**src/baau_pkg.sv**
```systemverilog
// Package with constants for the byte arithmetic add unit
// What this block does
// RL1 - BCD add of accumulator, operand, carry; 23 cycles
// RL2 - BCD sum into accumulator, operand untouched
// RL3 - Carry set on upper decimal digit carry
// RL4 - BCD add keeps overflow flag unchanged
// RL5 - Binary add with carry, 19 cycles
// RL6 - Carry set on carry out of bit 7
// RL7 - Overflow when result sign differs both operands
// RL8 - Add inverted operand plus carry, 20 cycles
// RL9 - Carry set on carry out of top bit
// RL10 - Overflow: result sign equals operand, not accumulator
// RL11 - Carry set gives true twos complement subtract
// RL12 - Operand byte is fetched before arithmetic starts
package baau_pkg;
	localparam int          DATA_W       = 8;
	localparam int          CYC_BCD      = 23;
	localparam int          CYC_BIN      = 19;
	localparam int          CYC_INV      = 20;
	localparam int          CNT_W        = 5;
	localparam logic [7:0]  OPC_BCD      = 8'hE8;
	localparam logic [7:0]  OPC_BIN      = 8'hF0;
	localparam logic [7:0]  OPC_INV      = 8'hF8;
	localparam logic [7:0]  OPC_MASK     = 8'hF8;
	localparam logic [7:0]  ACC_RST      = 8'h00;
	localparam logic [3:0]  BCD_NINE     = 4'h9;
	localparam logic [3:0]  BCD_ADJ      = 4'h6;

	typedef enum logic [1:0] {
		BAAU_BCD_SUM_OP,
		BAAU_BIN_SUM_OP,
		BAAU_INVERTED_SUM_OP,
		BAAU_NO_OP
	} baau_op_t;
endpackage

```
**src/baau_byte_arith_add_unit.sv**
```systemverilog
// Byte arithmetic add unit: decimal, binary and complement add
`timescale 1ns/1ns
module baau_byte_arith_add_unit
(
	input  wire logic                          ref_clk,
	input  wire logic                          rst_n,
	input  wire logic                          start,
	input  wire logic [7:0]                    opcode,
	input  wire logic [baau_pkg::DATA_W-1:0]   operand_byte,
	input  wire logic [baau_pkg::DATA_W-1:0]   acc_load_data,
	input  wire logic                          acc_load,
	input  wire logic                          carry_load_data,
	input  wire logic                          carry_load,
	output logic                               busy,
	output logic                               done,
	output logic [baau_pkg::DATA_W-1:0]        main_operand_register,
	output logic                               carry_link_flag,
	output logic                               signed_range_flag
);
	import baau_pkg::*;

	baau_op_t         op_q;
	logic [7:0]       opnd_q;
	logic [CNT_W-1:0] cnt_q;
	logic             busy_q;
	logic             done_q;
	logic [7:0]       acc_q;
	logic             cy_q;
	logic             ov_q;

	// Decode only the upper five bits; low bits carry mode and pointer
	baau_op_t op_dec;
	always_comb
	begin
		op_dec = BAAU_NO_OP;
		if ((opcode & OPC_MASK) == OPC_BCD)
			op_dec = BAAU_BCD_SUM_OP;
		else if ((opcode & OPC_MASK) == OPC_BIN)
			op_dec = BAAU_BIN_SUM_OP;
		else if ((opcode & OPC_MASK) == OPC_INV)
			op_dec = BAAU_INVERTED_SUM_OP;
	end

	// Arithmetic results, all computed from captured operand
	logic [8:0] bin_sum;
	logic [8:0] inv_sum;
	logic [4:0] lo_raw;
	logic [4:0] hi_raw;
	logic [3:0] lo_dig;
	logic [3:0] hi_dig;
	logic       lo_cy;
	logic       hi_cy;
	always_comb
	begin
		// RL5 binary sum with carry
		bin_sum = {1'b0, acc_q} + {1'b0, opnd_q} + {8'h00, cy_q};
		// RL8 RL11 inverted operand sum
		inv_sum = {1'b0, acc_q} + {1'b0, ~opnd_q} + {8'h00, cy_q};
		// RL1 per digit decimal add
		lo_raw = {1'b0, acc_q[3:0]} + {1'b0, opnd_q[3:0]} + {4'h0, cy_q};
		lo_cy  = lo_raw > {1'b0, BCD_NINE};
		lo_dig = lo_cy ? 4'(lo_raw + {1'b0, BCD_ADJ}) : lo_raw[3:0];
		hi_raw = {1'b0, acc_q[7:4]} + {1'b0, opnd_q[7:4]} + {4'h0, lo_cy};
		hi_cy  = hi_raw > {1'b0, BCD_NINE};
		hi_dig = hi_cy ? 4'(hi_raw + {1'b0, BCD_ADJ}) : hi_raw[3:0];
	end

	// Cycle count per operation, in processor clocks
	logic [CNT_W-1:0] len_dec;
	always_comb
	begin
		case (op_dec)
			BAAU_BCD_SUM_OP: len_dec = CNT_W'(CYC_BCD);
			BAAU_BIN_SUM_OP: len_dec = CNT_W'(CYC_BIN);
			default:         len_dec = CNT_W'(CYC_INV);
		endcase
	end

	// RL12 operand captured at start
	always_ff @(posedge ref_clk or negedge rst_n)
	begin
		if (!rst_n)
		begin
			op_q   <= BAAU_NO_OP;
			opnd_q <= 8'h00;
		end
		else if (start && !busy_q && op_dec != BAAU_NO_OP)
		begin
			op_q   <= op_dec;
			opnd_q <= operand_byte;
		end
	end

	// Sequencer: counts down the microcycle length, ends with done
	always_ff @(posedge ref_clk or negedge rst_n)
	begin
		if (!rst_n)
		begin
			busy_q <= 1'b0;
			cnt_q  <= '0;
			done_q <= 1'b0;
		end
		else
		begin
			done_q <= 1'b0;
			if (!busy_q && start && op_dec != BAAU_NO_OP)
			begin
				busy_q <= 1'b1;
				cnt_q  <= CNT_W'(len_dec - CNT_W'(1));
			end
			else if (busy_q && cnt_q == CNT_W'(1))
			begin
				busy_q <= 1'b0;
				done_q <= 1'b1;
				cnt_q  <= '0;
			end
			else if (busy_q)
				cnt_q <= CNT_W'(cnt_q - CNT_W'(1));
		end
	end

	// Result writeback on the last microcycle; loads only while idle
	logic fin;
	assign fin = busy_q && cnt_q == CNT_W'(1);
	always_ff @(posedge ref_clk or negedge rst_n)
	begin
		if (!rst_n)
		begin
			acc_q <= ACC_RST;
			cy_q  <= 1'b0;
			ov_q  <= 1'b0;
		end
		else if (fin)
		begin
			case (op_q)
				BAAU_BCD_SUM_OP:
				begin
					// RL2 RL3 RL4 BCD writeback
					acc_q <= {hi_dig, lo_dig};
					cy_q  <= hi_cy;
				end
				BAAU_BIN_SUM_OP:
				begin
					// RL6 RL7 binary flags
					acc_q <= bin_sum[7:0];
					cy_q  <= bin_sum[8];
					ov_q  <= (acc_q[7] == opnd_q[7]) &&
						(bin_sum[7] != acc_q[7]);
				end
				BAAU_INVERTED_SUM_OP:
				begin
					// RL9 RL10 complement flags
					acc_q <= inv_sum[7:0];
					cy_q  <= inv_sum[8];
					ov_q  <= (inv_sum[7] == opnd_q[7]) &&
						(inv_sum[7] != acc_q[7]);
				end
				default:
				begin
					acc_q <= acc_q;
				end
			endcase
		end
		else if (!busy_q)
		begin
			if (acc_load)
				acc_q <= acc_load_data;
			if (carry_load)
				cy_q <= carry_load_data;
		end
	end

	assign busy                  = busy_q;
	assign done                  = done_q;
	assign main_operand_register = acc_q;
	assign carry_link_flag       = cy_q;
	assign signed_range_flag     = ov_q;

	// Assertions
	// RL1 decimal length
	property p_bcd_len;
		@(posedge ref_clk) disable iff (!rst_n)
		(start && !busy_q && op_dec == BAAU_BCD_SUM_OP) |-> ##23 done_q;
	endproperty
	a_bcd_len: assert property (p_bcd_len) else $error("bcd len"); // RL1

	property p_bin_len;
		@(posedge ref_clk) disable iff (!rst_n)
		(start && !busy_q && op_dec == BAAU_BIN_SUM_OP) |-> ##19 done_q;
	endproperty
	a_bin_len: assert property (p_bin_len) else $error("bin len"); // RL5

	property p_inv_len;
		@(posedge ref_clk) disable iff (!rst_n)
		(start && !busy_q && op_dec == BAAU_INVERTED_SUM_OP)
			|-> ##20 done_q;
	endproperty
	a_inv_len: assert property (p_inv_len) else $error("inv len"); // RL8

	property p_bcd_ov;
		@(posedge ref_clk) disable iff (!rst_n)
		(fin && op_q == BAAU_BCD_SUM_OP) |=> $stable(ov_q);
	endproperty
	a_bcd_ov: assert property (p_bcd_ov) else $error("bcd ov"); // RL4

	property p_bcd_valid;
		@(posedge ref_clk) disable iff (!rst_n)
		(fin && op_q == BAAU_BCD_SUM_OP && opnd_q[7:4] <= 4'h9 &&
			opnd_q[3:0] <= 4'h9 && acc_q[7:4] <= 4'h9 &&
			acc_q[3:0] <= 4'h9)
			|=> (acc_q[7:4] <= 4'h9 && acc_q[3:0] <= 4'h9);
	endproperty
	a_bcd_valid: assert property (p_bcd_valid) else $error("bcd"); // RL2

	property p_bin_cy;
		@(posedge ref_clk) disable iff (!rst_n)
		(fin && op_q == BAAU_BIN_SUM_OP) |=>
			{cy_q, acc_q} == 9'($past(acc_q)) + 9'($past(opnd_q))
			+ 9'($past(cy_q));
	endproperty
	a_bin_cy: assert property (p_bin_cy) else $error("bin cy"); // RL6

	property p_inv_sub;
		@(posedge ref_clk) disable iff (!rst_n)
		(fin && op_q == BAAU_INVERTED_SUM_OP && cy_q) |=>
			acc_q == 8'($past(acc_q) - $past(opnd_q));
	endproperty
	a_inv_sub: assert property (p_inv_sub) else $error("inv sub"); // RL11

	property p_inv_ov;
		@(posedge ref_clk) disable iff (!rst_n)
		(fin && op_q == BAAU_INVERTED_SUM_OP) |=>
			ov_q == (acc_q[7] == $past(opnd_q[7]) &&
			acc_q[7] != $past(acc_q[7]));
	endproperty
	a_inv_ov: assert property (p_inv_ov) else $error("inv ov"); // RL10

endmodule // baau_byte_arith_add_unit

```
**config.mk**
```make
export PLATFORM = sky130hd
export DESIGN_NAME = baau_byte_arith_add_unit
export DESIGN_NICKNAME = d
export VERILOG_FILES = /design/src/baau_pkg.sv /design/src/baau_byte_arith_add_unit.sv
export SDC_FILE = /design/constraint.sdc
export NUM_CORES = 1
export LEC_CHECK = 0
export BUFFER_PORTS_ARGS = -buffer_cell sky130_fd_sc_hd__buf_2
export CORE_ASPECT_RATIO = 0.9
export CORE_MARGIN = 10
export CORE_UTILIZATION = 40
export CTS_CLUSTER_DIAMETER = 30
export DETAILED_ROUTE_END_ITERATION = 12
export PLACE_DENSITY = 0.63
export SLEW_MARGIN = 10
export SYNTH_ARGS = -nofsm -noshare
export SYNTH_HDL_FRONTEND = slang
export SYNTH_SLANG_ARGS = --single-unit
```
**constraint.sdc**
```tcl
create_clock -name ref_clk -period 4.32 [get_ports ref_clk]
set_input_delay 0.864 -clock ref_clk [delete_from_list [all_inputs] [get_ports ref_clk]]
set_output_delay 0.864 -clock ref_clk [all_outputs]
set_load 0.005 [all_outputs]
```
; After elaboration in Yosys (flattened, before gate mapping)
; Cells that the tools add are included.
[totals]
in_bits = 30
output_inout_bits = 12
ff_bits = 27
[classes]
muxes = 22
bitwise = 1
n_addsub = 12
reduce_logical = 16
eq_ne = 14
n_lt_le_gt_ge = 2
[ops]
columns = cell, n
row1 = 2-to-1 mux 8 bit, 3
row2 = case mux 8 bit (3 select lines), 1
row3 = adder 8 x 8 -> 9 bit, 2
row4 = adder 9 x 1 -> 9 bit, 2
row5 = == test 5 bit (second input constant), 3
row6 = 2-to-1 mux 5 bit, 3
row7 = adder 4 x 4 -> 5 bit, 2
row8 = adder 5 x 1 -> 5 bit, 2
row9 = > comparator 5 x 4 -> 1 bit (second input constant), 2
row10 = subtractor 5 x 1 -> 5 bit (second input constant), 2
row11 = adder 4 x 3 -> 4 bit (second input constant), 2
row12 = 2-to-1 mux 1 bit, 8
row13 = 2-to-1 mux 4 bit, 2
row14 = inverter 8 bit, 1
row15 = nonzero test 2 bit, 4
row16 = case mux 3 bit (2 select lines), 1
row17 = AND reduction 3 bit, 2
row18 = == test 5 x 1 -> 1 bit (second input constant), 1
row19 = logical AND 1 bit, 5
row20 = == test 2 x 1 -> 1 bit (second input constant), 2
row21 = logical NOT 2 bit, 2
row22 = 2-to-1 mux 2 bit, 2
row23 = inequality test 4 x 1 -> 1 bit (second input constant), 1
row24 = case mux 1 bit (3 select lines), 1
row25 = 9 further kinds, 11

; Depth between registers and ports, before layout
; Gate-level depths: netlist (run 1).
[depth]
word_depth = 8
mapped_depth = 20
depth_no_buf = 20

; Least setup slack after synthesis (run 1)
; Ideal clock, no wire load.
[synth_path]
kind = register -> register
startpoint = reg acc_q[0], in the netlist main_operand_register[0]
endpoint = reg acc_q[6], in the netlist main_operand_register[6]
n_path_buf = 0
arrival_ns = 4.517
slack_ns = -0.263
stages_incl_launch_ff = 20
required_time_ns = 4.254
synth_period_minus_slack_ns = 4.583
cell_sequence = dfrtp_1 inv_1 fa_1 o21bai_1 xnor2_1 inv_1 ha_1 nor2b_1 o32a_1 a211o_1 a21oi_1 fa_1 inv_1 fa_1 xor2_1 ha_1 a22oi_1 o21ai_0 a2111oi_0 o32a_1
[synth_between]
elab_chain_len = 8
[synth_lines]
columns = element, line_no
row1 = "start, declared", baau_byte_arith_add_unit.sv:27  ; logic [7:0] acc_q;
row2 = "start signal, assigned", baau_byte_arith_add_unit.sv:139  ; acc_q <= {hi_dig, lo_dig};
row3 = "start signal, assigned", baau_byte_arith_add_unit.sv:145  ; acc_q <= bin_sum[7:0];
row4 = "start signal, assigned", baau_byte_arith_add_unit.sv:153  ; acc_q <= inv_sum[7:0];
row5 = adder 4 x 4 -> 5 bit, baau_byte_arith_add_unit.sv:60  ; lo_raw = {1'b0, acc_q[3:0]} + {1'b0, opnd_q[3:0]} + {4'h0, cy_q};
row6 = adder 5 x 1 -> 5 bit, baau_byte_arith_add_unit.sv:60
row7 = > comparator 5 x 4 -> 1 bit, baau_byte_arith_add_unit.sv:61  ; lo_cy = lo_raw > {1'b0, BCD_NINE};
row8 = adder 5 x 1 -> 5 bit, baau_byte_arith_add_unit.sv:63  ; hi_raw = {1'b0, acc_q[7:4]} + {1'b0, opnd_q[7:4]} + {4'h0, lo_cy};
row9 = adder 4 x 3 -> 4 bit or > comparator 5 x 4 -> 1 bit (tied branches), "baau_byte_arith_add_unit.sv:65, baau_byte_arith_add_unit.sv:64"
row10 = 2-to-1 mux 4 bit, baau_byte_arith_add_unit.sv:65  ; hi_dig = hi_cy ? 4'(hi_raw + {1'b0, BCD_ADJ}) : hi_raw[3:0];
row11 = case mux 8 bit (3 select lines) (*), baau_byte_arith_add_unit.sv:135  ; case (op_q)
row12 = 2-to-1 mux 8 bit (*), baau_byte_arith_add_unit.sv:133  ; else if (fin)
; Every way passes the cells marked *; elsewhere a longest branch is shown, timed or not.
; A chain may end at the register's enable or synchronous reset.

; Worst setup path after layout (run 1)
[layout_path]
startpoint = reg opnd_q[0]
endpoint = reg cy_q, in the netlist carry_link_flag
[layout_between]
elab_chain_len = 7
[layout_lines]
columns = element, line_no
row1 = "start, declared", baau_byte_arith_add_unit.sv:23  ; logic [7:0] opnd_q;
row2 = "start signal, assigned", baau_byte_arith_add_unit.sv:90  ; opnd_q <= operand_byte;
row3 = adder 4 x 4 -> 5 bit, baau_byte_arith_add_unit.sv:60
row4 = adder 5 x 1 -> 5 bit, baau_byte_arith_add_unit.sv:60
row5 = > comparator 5 x 4 -> 1 bit, baau_byte_arith_add_unit.sv:61
row6 = adder 5 x 1 -> 5 bit, baau_byte_arith_add_unit.sv:63
row7 = > comparator 5 x 4 -> 1 bit, baau_byte_arith_add_unit.sv:64  ; hi_cy = hi_raw > {1'b0, BCD_NINE};
row8 = case mux 1 bit (3 select lines) (*), baau_byte_arith_add_unit.sv:135
row9 = 2-to-1 mux 1 bit (*), baau_byte_arith_add_unit.sv:133
row10 = "end signal, assigned", baau_byte_arith_add_unit.sv:140  ; cy_q <= hi_cy;
row11 = "end signal, assigned", baau_byte_arith_add_unit.sv:146  ; cy_q <= bin_sum[8];
row12 = "end signal, assigned", baau_byte_arith_add_unit.sv:154  ; cy_q <= inv_sum[8];
row13 = "end, declared", baau_byte_arith_add_unit.sv:28  ; logic cy_q;
; Marks and branches as above.

==> results of run 1 <==
[cell type report]
class / instances / area [sq um]
sequential: 27 / 678
timing repair buffer: 75 / 472
inverter: 29 / 109
clock buffer: 3 / 41.3
clock inverter: 1 / 8.76
multi-input combinational: 246 / 1840
tap: 87 / 109
fill: 619 / 2890
[final timing paths]
path,to,slack (ns)
max,carry_link_flag,0.06
min,signed_range_flag,0.51
max reg2reg,carry_link_flag,0.06
min reg2reg,signed_range_flag,0.51
max in group asynchronous,cnt_q[2],3.28
min in group asynchronous,opnd_q[5],0.59
[critical path: stages (launching register included)]
cell	delay (ns)
dfrtp_1	0.37
inv_1	0.08
fa_2	0.40
o21bai_4	0.18
xnor2_2	0.14
inv_1	0.08
ha_2	0.16
nor2b_1	0.12
o32a_1	0.19
a211o_1	0.30
a21oi_4	0.16
fa_2	0.25
inv_2	0.04
fa_2	0.54
inv_2	0.06
ha_4	0.16
a22oi_2	0.26
o21ai_4	0.12
a21o_1	0.20
o211a_1	0.14
a221oi_2	0.23
[through the flow]
| stage | utilization [%] | std cells | instance area [sq um] | setup slack (ns) |
|---|---|---|---|---|
| floorplan | - | 315 | 2570 | 0.0112 |
| global placement | 49.6 | 459 | 3050 | -0.213 |
| detailed placement | 49.6 | 459 | 3050 | -0.306 |
| CTS | 52.1 | 466 | 3200 | 0.0128 |
| global route | 53.0 | 468 | 3260 | -0.145 |
| finish | 53.0 | 468 | 3260 | 0.0589 |
[routing by layer]
metal | GRT usage [%] | routed length [um]
met5 | 0 | 0
met4 | 4.63 | 154
met3 | 2.40 | 299
met2 | 24.6 | 3370
met1 | 19.3 | 3500
[synthesized netlist by cell type (all sizes together) (7+ instances only)]
library cell	count	area, sq um
nand2	34	128
inv	29	109
o21ai	26	130
dfrtp	25	626
nor2	25	93.8
ha	22	275
a21oi	18	90.1
nand3	10	55.1
clkbuf	9	33.8
a31oi	8	50.1
nor2b	7	43.8
[flip-flops by register name, summed over array words and instances (netlist names)]
name,flops
busy,1
carry_link_flag,1
cnt_q,5
done,1
main_operand_register,8
op_q,2
opnd_q,8
signed_range_flag,1
[cells by family (layout without fill, tap and decap cells)]
logic type	count (synthesis)	in the layout	share of synthesized area, %
flip-flops	27	27	26.6
AND/OR/NAND/NOR	104	104	19.9
buffers and inverters	42	108	6.38
multiplexers	3	3	1.23
AO/OA/AOI/OAI	104	104	28.4
XOR/XNOR	8	8	2.75
adder cells (fa/ha/maj)	27	27	14.7
[timing repair]
action                                  4_1_cts  5_1_grt
resized for setup                            18        9
endpoints found under the setup margin        4        4
buffers inserted                              4        2
gates cloned                                  0        0
pin swaps                                    17       17
==> results.py, run 1 <==
metrics = {
    "placement": {
        "port_buffers": 38,
        "hpwl_um": 5670,
        "globalplace.congestion": 0.978,
    },
    "setup_path": {
        "path_class": "reg -> reg",
        "reg2reg_depth": 20,
        "worst_setup_path_end_kind": "flip-flop",
        "rr_startpoint": "opnd_q[0]",
        "required_ns": 4.52,
        "startpoint": "opnd_q[0]",
        "worst-endpoint-arrival_ns": 4.46,
        "timing.critical_path.fanout_max": 5,
        "startpoint_type": "flip-flop",
    },
    "detailed_routing": {
        "count_of_unresolved_drc_violations_after_routing": 0,
        "ant_nets": 0,
        "detail_route.wl_per_cell_um": 15.7,
        "length_of_the_first_detailed_routing_pass_in_iterations": 5,
        "drt_iter0_markers": 116,
        "wirelength_um": 7330,
        "vias_per_cell": 5.44,
        "detailroute.via_count": 2547,
    },
    "worst_hold_path": {
        "min_path_cells": 2,
        "min_path_type": "reg -> reg",
        "hold_path_startpoint": "signed_range_flag",
    },
    "sta": {
        "worst_clock_skew_ns": 0.0105,
        "rsz0062_at_grt": "true",
        "setup_tns_ns": 0,
        "transition_time_of_the_tightest_slew_check_pin_ns": 0.687,
        "max_freq_mhz": 235,
        "final_period_demand_of_the_worst_path_ns": 4.26,
        "max-slew-margin-rel_pct": 54.0,
        "timing.hold.ws_ns": 0.509,
        "finalCritPeriodShare_pct": 98.6,
        "hold_viol": 0,
        "drv_slew": 0,
        "setup_violations": 0,
    },
    "die": {
        "num_io_pins": 42,
        "die_area_sq_um": 9970,
        "placeableCoreArea_sq_um": 6150,
        "die_x_um": 104,
        "floorplan.initialDensity_pct": 41.5,
        "rows": 27,
        "die_height_um": 95.7,
    },
    "layout": {
        "num-nets-final": 439,
        "flow.area_growth_from_synthesis_pct": 27.7,
        "drive_gt1_share_pct": 30.4,
        "final_common_cell": "buf_2",
        "commonest_cells_after_routing_fill_and_taps_aside": "buf_2 (38), buf_4 (36), nand2_1 (34)",
        "insertedDiodeCount": 0,
    },
    "clock_network": {
        "holdBufCountCts": 0,
        "root_buffer": "clkbuf_8",
        "clkTransAtPathRegs_ns": 0.11,
        "htree_num_levels": 1,
        "clockBufferDepth": 2,
        "tritoncts_clock_tree": "yes",
        "cts.sink_count": 27,
        "total_clock_buffers_created_by_cts": 3,
        "worstSkewPairLatency_ns": 0.29,
    },
    "global_route": {
        "grt_util_all_layers_pct": 14.7,
        "first_global_vias": 2490,
        "grt_start_max_net_pins": 28,
        "globalRouteOverflowTotal": 0,
        "grt_first_pass_wirelength_um": 12200,
        "antenna_violations_before_repair": 0,
    },
    "logic_synthesis": {
        "cell_area_after_synthesis_sq_um": 2550,
        "synthFlopType": "dfrtp_1",
        "synth_cell_types": 61,
        "synth_edf_count": 0,
        "yosys_warnings": 0,
        "post_synthesis_net_count": 372,
        "asyncSetResetFlopFracSynth_pct": 100,
        "postSynthCellCount": 315,
        "syn_area_per_cell_sq_um": 8.10,
        "synth_seq_cells": 27,
        "synth.yosys.seq_area_share_pct": 26.6,
    },
    "status": {
        "run_status": "finished clean",
    },
    "flow_run": {
        "max_cap_viol_count": 0,
    },
}
Power of run 1 is left out: the tool's default activity adds up to more than one toggle a clock period on the data nets, which glitch-free logic cannot reach.
==> run 2, diff against run 1 <==
- MAX_ROUTING_LAYER: unset -> met4
==> run 2 against run 1 <==
Effect of this change: the flow now finishes with violations (setup timing); hold slack better by 0.016 ns; maximum frequency down 2.0%; routed wire length up 2.8%; non-clock buffer count up 1; critical path type unchanged; critical path depth up 1.
==> results.py, run 2 (same netlist as run 1, synthesis figures left out) <==
metrics = {
    "status": {
        "run_status": "finished, violations left",
        "violated_checks": "setup timing",
    },
    "die": {
        "placeableCoreArea_sq_um": 6150,
        "die_area_sq_um": 9970,
        "die_x_um": 104,
        "die_height_um": 95.7,
        "floorplan.initialDensity_pct": 41.5,
        "num_io_pins": 42,
        "rows": 27,
    },
    "sta": {
        "max-slew-margin-rel_pct": 53.2,
        "final_critical_path_setup_slack_ns": -0.0274,
        "max_freq_mhz": 230,
        "setup_violations": 1,
        "drv_slew": 0,
        "worst_clock_skew_ns": 0.00679,
        "transition_time_of_the_tightest_slew_check_pin_ns": 0.699,
        "finalCritPeriodShare_pct": 101,
        "rsz0062_at_grt": "true",
        "setup_tns_ns": -0.0274,
        "final_period_demand_of_the_worst_path_ns": 4.35,
        "hold_viol": 0,
    },
    "setup_path": {
        "worst_setup_path_endpoint": "carry_link_flag",
        "timing.critical_path.fanout_max": 4,
        "startpoint_type": "flip-flop",
        "slowest_delay_ns": 0.43,
        "critical_path.cell_chain": "inv_2, fa_2, o21bai_4, xnor2_2, inv_2, ha_2, nor2b_1, o32a_1, a211o_1, a21oi_4, fa_2, inv_2, fa_2, xor2_2, ha_4, a22oi_2, o21ai_2, buf_6, a21o_1, o211a_1, a221oi_2",
        "worst_setup_path_end_kind": "flip-flop",
        "rr_startpoint": "carry_link_flag",
        "worst-endpoint-arrival_ns": 4.55,
        "cpMaxStageDelayCell": "fa_2",
        "reg2reg_depth": 21,
        "setup.reg_to_reg.worst_slack_ns": -0.03,
        "startpoint": "carry_link_flag",
        "required_ns": 4.52,
        "critical_path.reg2reg.endpoint": "carry_link_flag",
        "path_class": "reg -> reg",
    },
    "global_route": {
        "first_global_vias": 2608,
        "antenna_violations_before_repair": 0,
        "globalRouteOverflowTotal": 0,
        "grt_first_pass_wirelength_um": 12600,
        "grt_util_all_layers_pct": 15.7,
        "grt_start_max_net_pins": 28,
    },
    "flow_run": {
        "max_cap_viol_count": 0,
    },
    "detailed_routing": {
        "ant_nets": 0,
        "vias_per_cell": 5.50,
        "wirelength_um": 7530,
        "length_of_the_first_detailed_routing_pass_in_iterations": 4,
        "count_of_unresolved_drc_violations_after_routing": 0,
        "detailroute.via_count": 2578,
        "drt_iter0_markers": 130,
        "detail_route.wl_per_cell_um": 16.1,
    },
    "clock_network": {
        "cts.sink_count": 27,
        "worstSkewPairLatency_ns": 0.29,
        "htree_num_levels": 1,
        "root_buffer": "clkbuf_8",
        "holdBufCountCts": 0,
        "total_clock_buffers_created_by_cts": 3,
        "tritoncts_clock_tree": "yes",
        "clkTransAtPathRegs_ns": 0.11,
        "clockBufferDepth": 2,
    },
    "placement": {
        "globalplace.congestion": 0.964,
        "hpwl_um": 5660,
        "port_buffers": 38,
    },
    "layout": {
        "fin_util_pct": 52.8,
        "insertedDiodeCount": 0,
        "num-nets-final": 440,
        "commonest_cells_after_routing_fill_and_taps_aside": "buf_2 (38), buf_4 (36), nand2_1 (34)",
        "flow.area_growth_from_synthesis_pct": 27.2,
        "final_common_cell": "buf_2",
        "drive_gt1_share_pct": 29.8,
    },
    "worst_hold_path": {
        "min_path_type": "reg -> reg",
    },
}
-- run 2: through the flow --
step / hold WS (ns) / cells / instance area [sq um] / setup slack [ns]
3_3_place_gp: 0.482 / 459 / 3050 / -0.324
3_5_place_dp: 0.499 / 459 / 3050 / -0.256
5_1_grt: 0.547 / 469 / 3240 / -0.240
4_1_cts: 0.527 / 466 / 3190 / -0.00700
2_1_floorplan: 0.483 / 315 / 2570 / 0.0112
6_report: 0.525 / 469 / 3240 / -0.0274
-- run 2: worst min-delay path by stage --
stage / cells past startpoint / to / start / slack (ns)
floorplan: 2 / signed_range_flag / signed_range_flag / 0.48
global placement: 2 / signed_range_flag / signed_range_flag / 0.48
detailed placement: 2 / signed_range_flag / signed_range_flag / 0.50
CTS: 2 / op_q[0] / op_q[0] / 0.53
global route: 2 / signed_range_flag / signed_range_flag / 0.55
finish: 2 / op_q[0] / op_q[0] / 0.53
-- run 2: layout make-up --
class / instances / area, sq um
fillers: 613 / 2900
flip-flops and latches: 27 / 678
clock inverters: 1 / 8.76
repair buffers: 76 / 483
well taps: 87 / 109
inverters: 29 / 109
clock buffers: 3 / 41.3
multi-input cells: 246 / 1820
-- run 2: per-layer routing --
metal	vias to the layer above	wire length [um]	global-route usage (%)
met5	-	0	-
met4	0	89	5.21
met3	9	314	2.47
met2	75	3460	25.2
met1	1221	3670	19.9
li1	1273	-	-
-- run 2: repair_timing --
item                                    4_1_cts  5_1_grt
gates resized for setup                      16        8
pin swaps                                    14       14
endpoints found under the setup margin        4        4
buffers inserted                              3        3
-- run 2: worst max-delay path: cells and delay by family, from the launching register on --
family / cells / cell delay, ns
AOI/OAI and AO/OA: 9 / 1.73
xor gates and xnor gates: 2 / 0.34
DFF: 1 / 0.38
and+or+nand+nor: 1 / 0.12
adders and majority gates: 5 / 1.39
buffers and inverters: 4 / 0.31
Power of run 2 is left out for the same reason.
==> run 3, diff against run 2 <==
- SETUP_SLACK_MARGIN: unset -> 0.05
==> run 3 against run 2 <==
Effect of this change: the flow now finishes without violations; register-to-register slack better by 0.10 ns; cell count increased by 0.21%; critical path type unchanged; sequential cell count is the same; routed wire length fell by 2.0%.
==> results.py, run 3 (same netlist as run 1, synthesis figures left out) <==
metrics = {
    "status": {
        "run_status": "finished clean",
    },
    "setup_path": {
        "timing.critical_path.fanout_max": 4,
        "worst-endpoint-arrival_ns": 4.42,
        "critical_path.cell_chain": "inv_2, fa_2, o21bai_4, xnor2_2, inv_1, ha_2, nor2b_1, o32a_1, a211o_1, a21oi_4, fa_2, inv_2, fa_2, inv_2, ha_4, a22oi_2, o21ai_2, buf_4, nand3_2, nand2_1, o32a_1",
        "required_ns": 4.50,
        "rr_startpoint": "main_operand_register[0]",
        "reg2reg_depth": 21,
        "path_class": "reg -> reg",
        "slowest_delay_ns": 0.54,
        "cpMaxStageDelayCell": "fa_2",
        "setup.reg_to_reg.worst_slack_ns": 0.08,
        "startpoint_type": "flip-flop",
        "critical_path.reg2reg.endpoint": "main_operand_register[6]",
        "worst_setup_path_end_kind": "flip-flop",
    },
    "global_route": {
        "antenna_violations_before_repair": 0,
        "grt_util_all_layers_pct": 15.5,
        "first_global_vias": 2557,
        "grt_first_pass_wirelength_um": 12500,
        "grt_start_max_net_pins": 28,
        "globalRouteOverflowTotal": 0,
    },
    "clock_network": {
        "tritoncts_clock_tree": "yes",
        "htree_num_levels": 1,
        "clockBufferDepth": 2,
        "clkTransAtPathRegs_ns": 0.11,
        "total_clock_buffers_created_by_cts": 3,
        "worstSkewPairLatency_ns": 0.29,
        "cts.sink_count": 27,
        "root_buffer": "clkbuf_8",
        "holdBufCountCts": 0,
    },
    "die": {
        "die_height_um": 95.7,
        "placeableCoreArea_sq_um": 6150,
        "floorplan.initialDensity_pct": 41.5,
        "die_area_sq_um": 9970,
        "die_x_um": 104,
        "rows": 27,
        "num_io_pins": 42,
    },
    "worst_hold_path": {
        "timing.hold.worst_endpoint": "signed_range_flag",
        "min_path_cells": 2,
        "min_path_type": "reg -> reg",
        "hold_path_startpoint": "signed_range_flag",
    },
    "detailed_routing": {
        "detail_route.wl_per_cell_um": 15.7,
        "ant_nets": 0,
        "wirelength_um": 7380,
        "length_of_the_first_detailed_routing_pass_in_iterations": 5,
        "vias_per_cell": 5.48,
        "count_of_unresolved_drc_violations_after_routing": 0,
        "detailroute.via_count": 2577,
        "drt_iter0_markers": 141,
    },
    "sta": {
        "max-slew-margin-rel_pct": 56.0,
        "final_period_demand_of_the_worst_path_ns": 4.24,
        "finalCritPeriodShare_pct": 98.2,
        "max_freq_mhz": 236,
        "hold_viol": 0,
        "drv_slew": 0,
        "setup_violations": 0,
        "worst_clock_skew_ns": 0.00354,
        "final_critical_path_setup_slack_ns": 0.0770,
        "rsz0062_at_grt": "true",
        "transition_time_of_the_tightest_slew_check_pin_ns": 0.658,
        "setup_tns_ns": 0,
    },
    "layout": {
        "insertedDiodeCount": 0,
        "flow.area_growth_from_synthesis_pct": 28.3,
        "layout.cells.non_filler": 470,
        "fillerInstances": 635,
        "drive_gt1_share_pct": 30.8,
        "num-nets-final": 441,
        "commonest_cells_after_routing_fill_and_taps_aside": "buf_2 (38), buf_4 (38), nand2_1 (34)",
    },
    "placement": {
        "port_buffers": 38,
        "hpwl_um": 5650,
        "post-place-cells": 458,
        "dpl_worst_slack_ns": -0.206,
        "globalplace.congestion": 0.972,
    },
    "flow_run": {
        "max_cap_viol_count": 0,
    },
}
==> run 3: critical path, delay by kind of cell, from the launching register on <==
kind,cells,cell delay (ns)
and+or+nand+nor,3,0.25
adders and majority gates,5,1.52
DFF,1,0.38
xor gates and xnor gates,1,0.14
buffers and inverters,5,0.40
AOI/OAI and AO/OA,7,1.45
==> run 3: final cells by class <==
class	count	area [sq um]	area share [%]
multi-input combinational	246	1840	56.2
sequential	27	678	20.7
timing repair buffer	77	487	14.9
inverter	29	109	3.33
tap	87	109	3.33
clock buffer	3	41.3	1.26
clock inverter	1	8.76	0.268
==> run 3: metrics by stage <==
step,util [%],hold WS (ns),cell area [sq um]
floorplan,-,0.483,2570
global placement,49.6,0.482,3050
detailed placement,49.6,0.480,3050
CTS,52.4,0.506,3220
global route,53.2,0.533,3270
finish,53.2,0.502,3270
==> run 3: metal layers <==
metal	vias to the layer above	share of wire (%)	global-route usage [%]
met5	-	0	-
met4	0	0.50	3.13
met3	2	3.9	2.54
met2	83	47	25.3
met1	1214	49	20.0
li1	1278	-	-
==> run 3: worst max-delay path by stage <==
| stage | from | to | slack, ns | cells after the start |
|---|---|---|---|---|
| after global placement | opnd_q[0] | main_operand_register[6] | -0.17 | 19 |
| after detailed placement | opnd_q[0] | main_operand_register[6] | -0.21 | 19 |
| after global routing | main_operand_register[0] | main_operand_register[7] | -0.1 | 19 |
| final | main_operand_register[0] | main_operand_register[6] | 0.08 | 21 |
| after CTS | carry_link_flag | main_operand_register[6] | 0.04 | 19 |
| after floorplan | carry_link_flag | carry_link_flag | 0.06 | 20 |
==> run 3: timing repair <==
| action | in CTS | in global routing |
|---|---|---|
| setup endpoints to repair | 4 | 4 |
| gates resized for setup | 16 | 8 |
| setup buffers | 5 | 3 |
| pin swaps | 15 | 14 |
| cloned | 0 | 0 |
Power of run 3 is left out for the same reason.
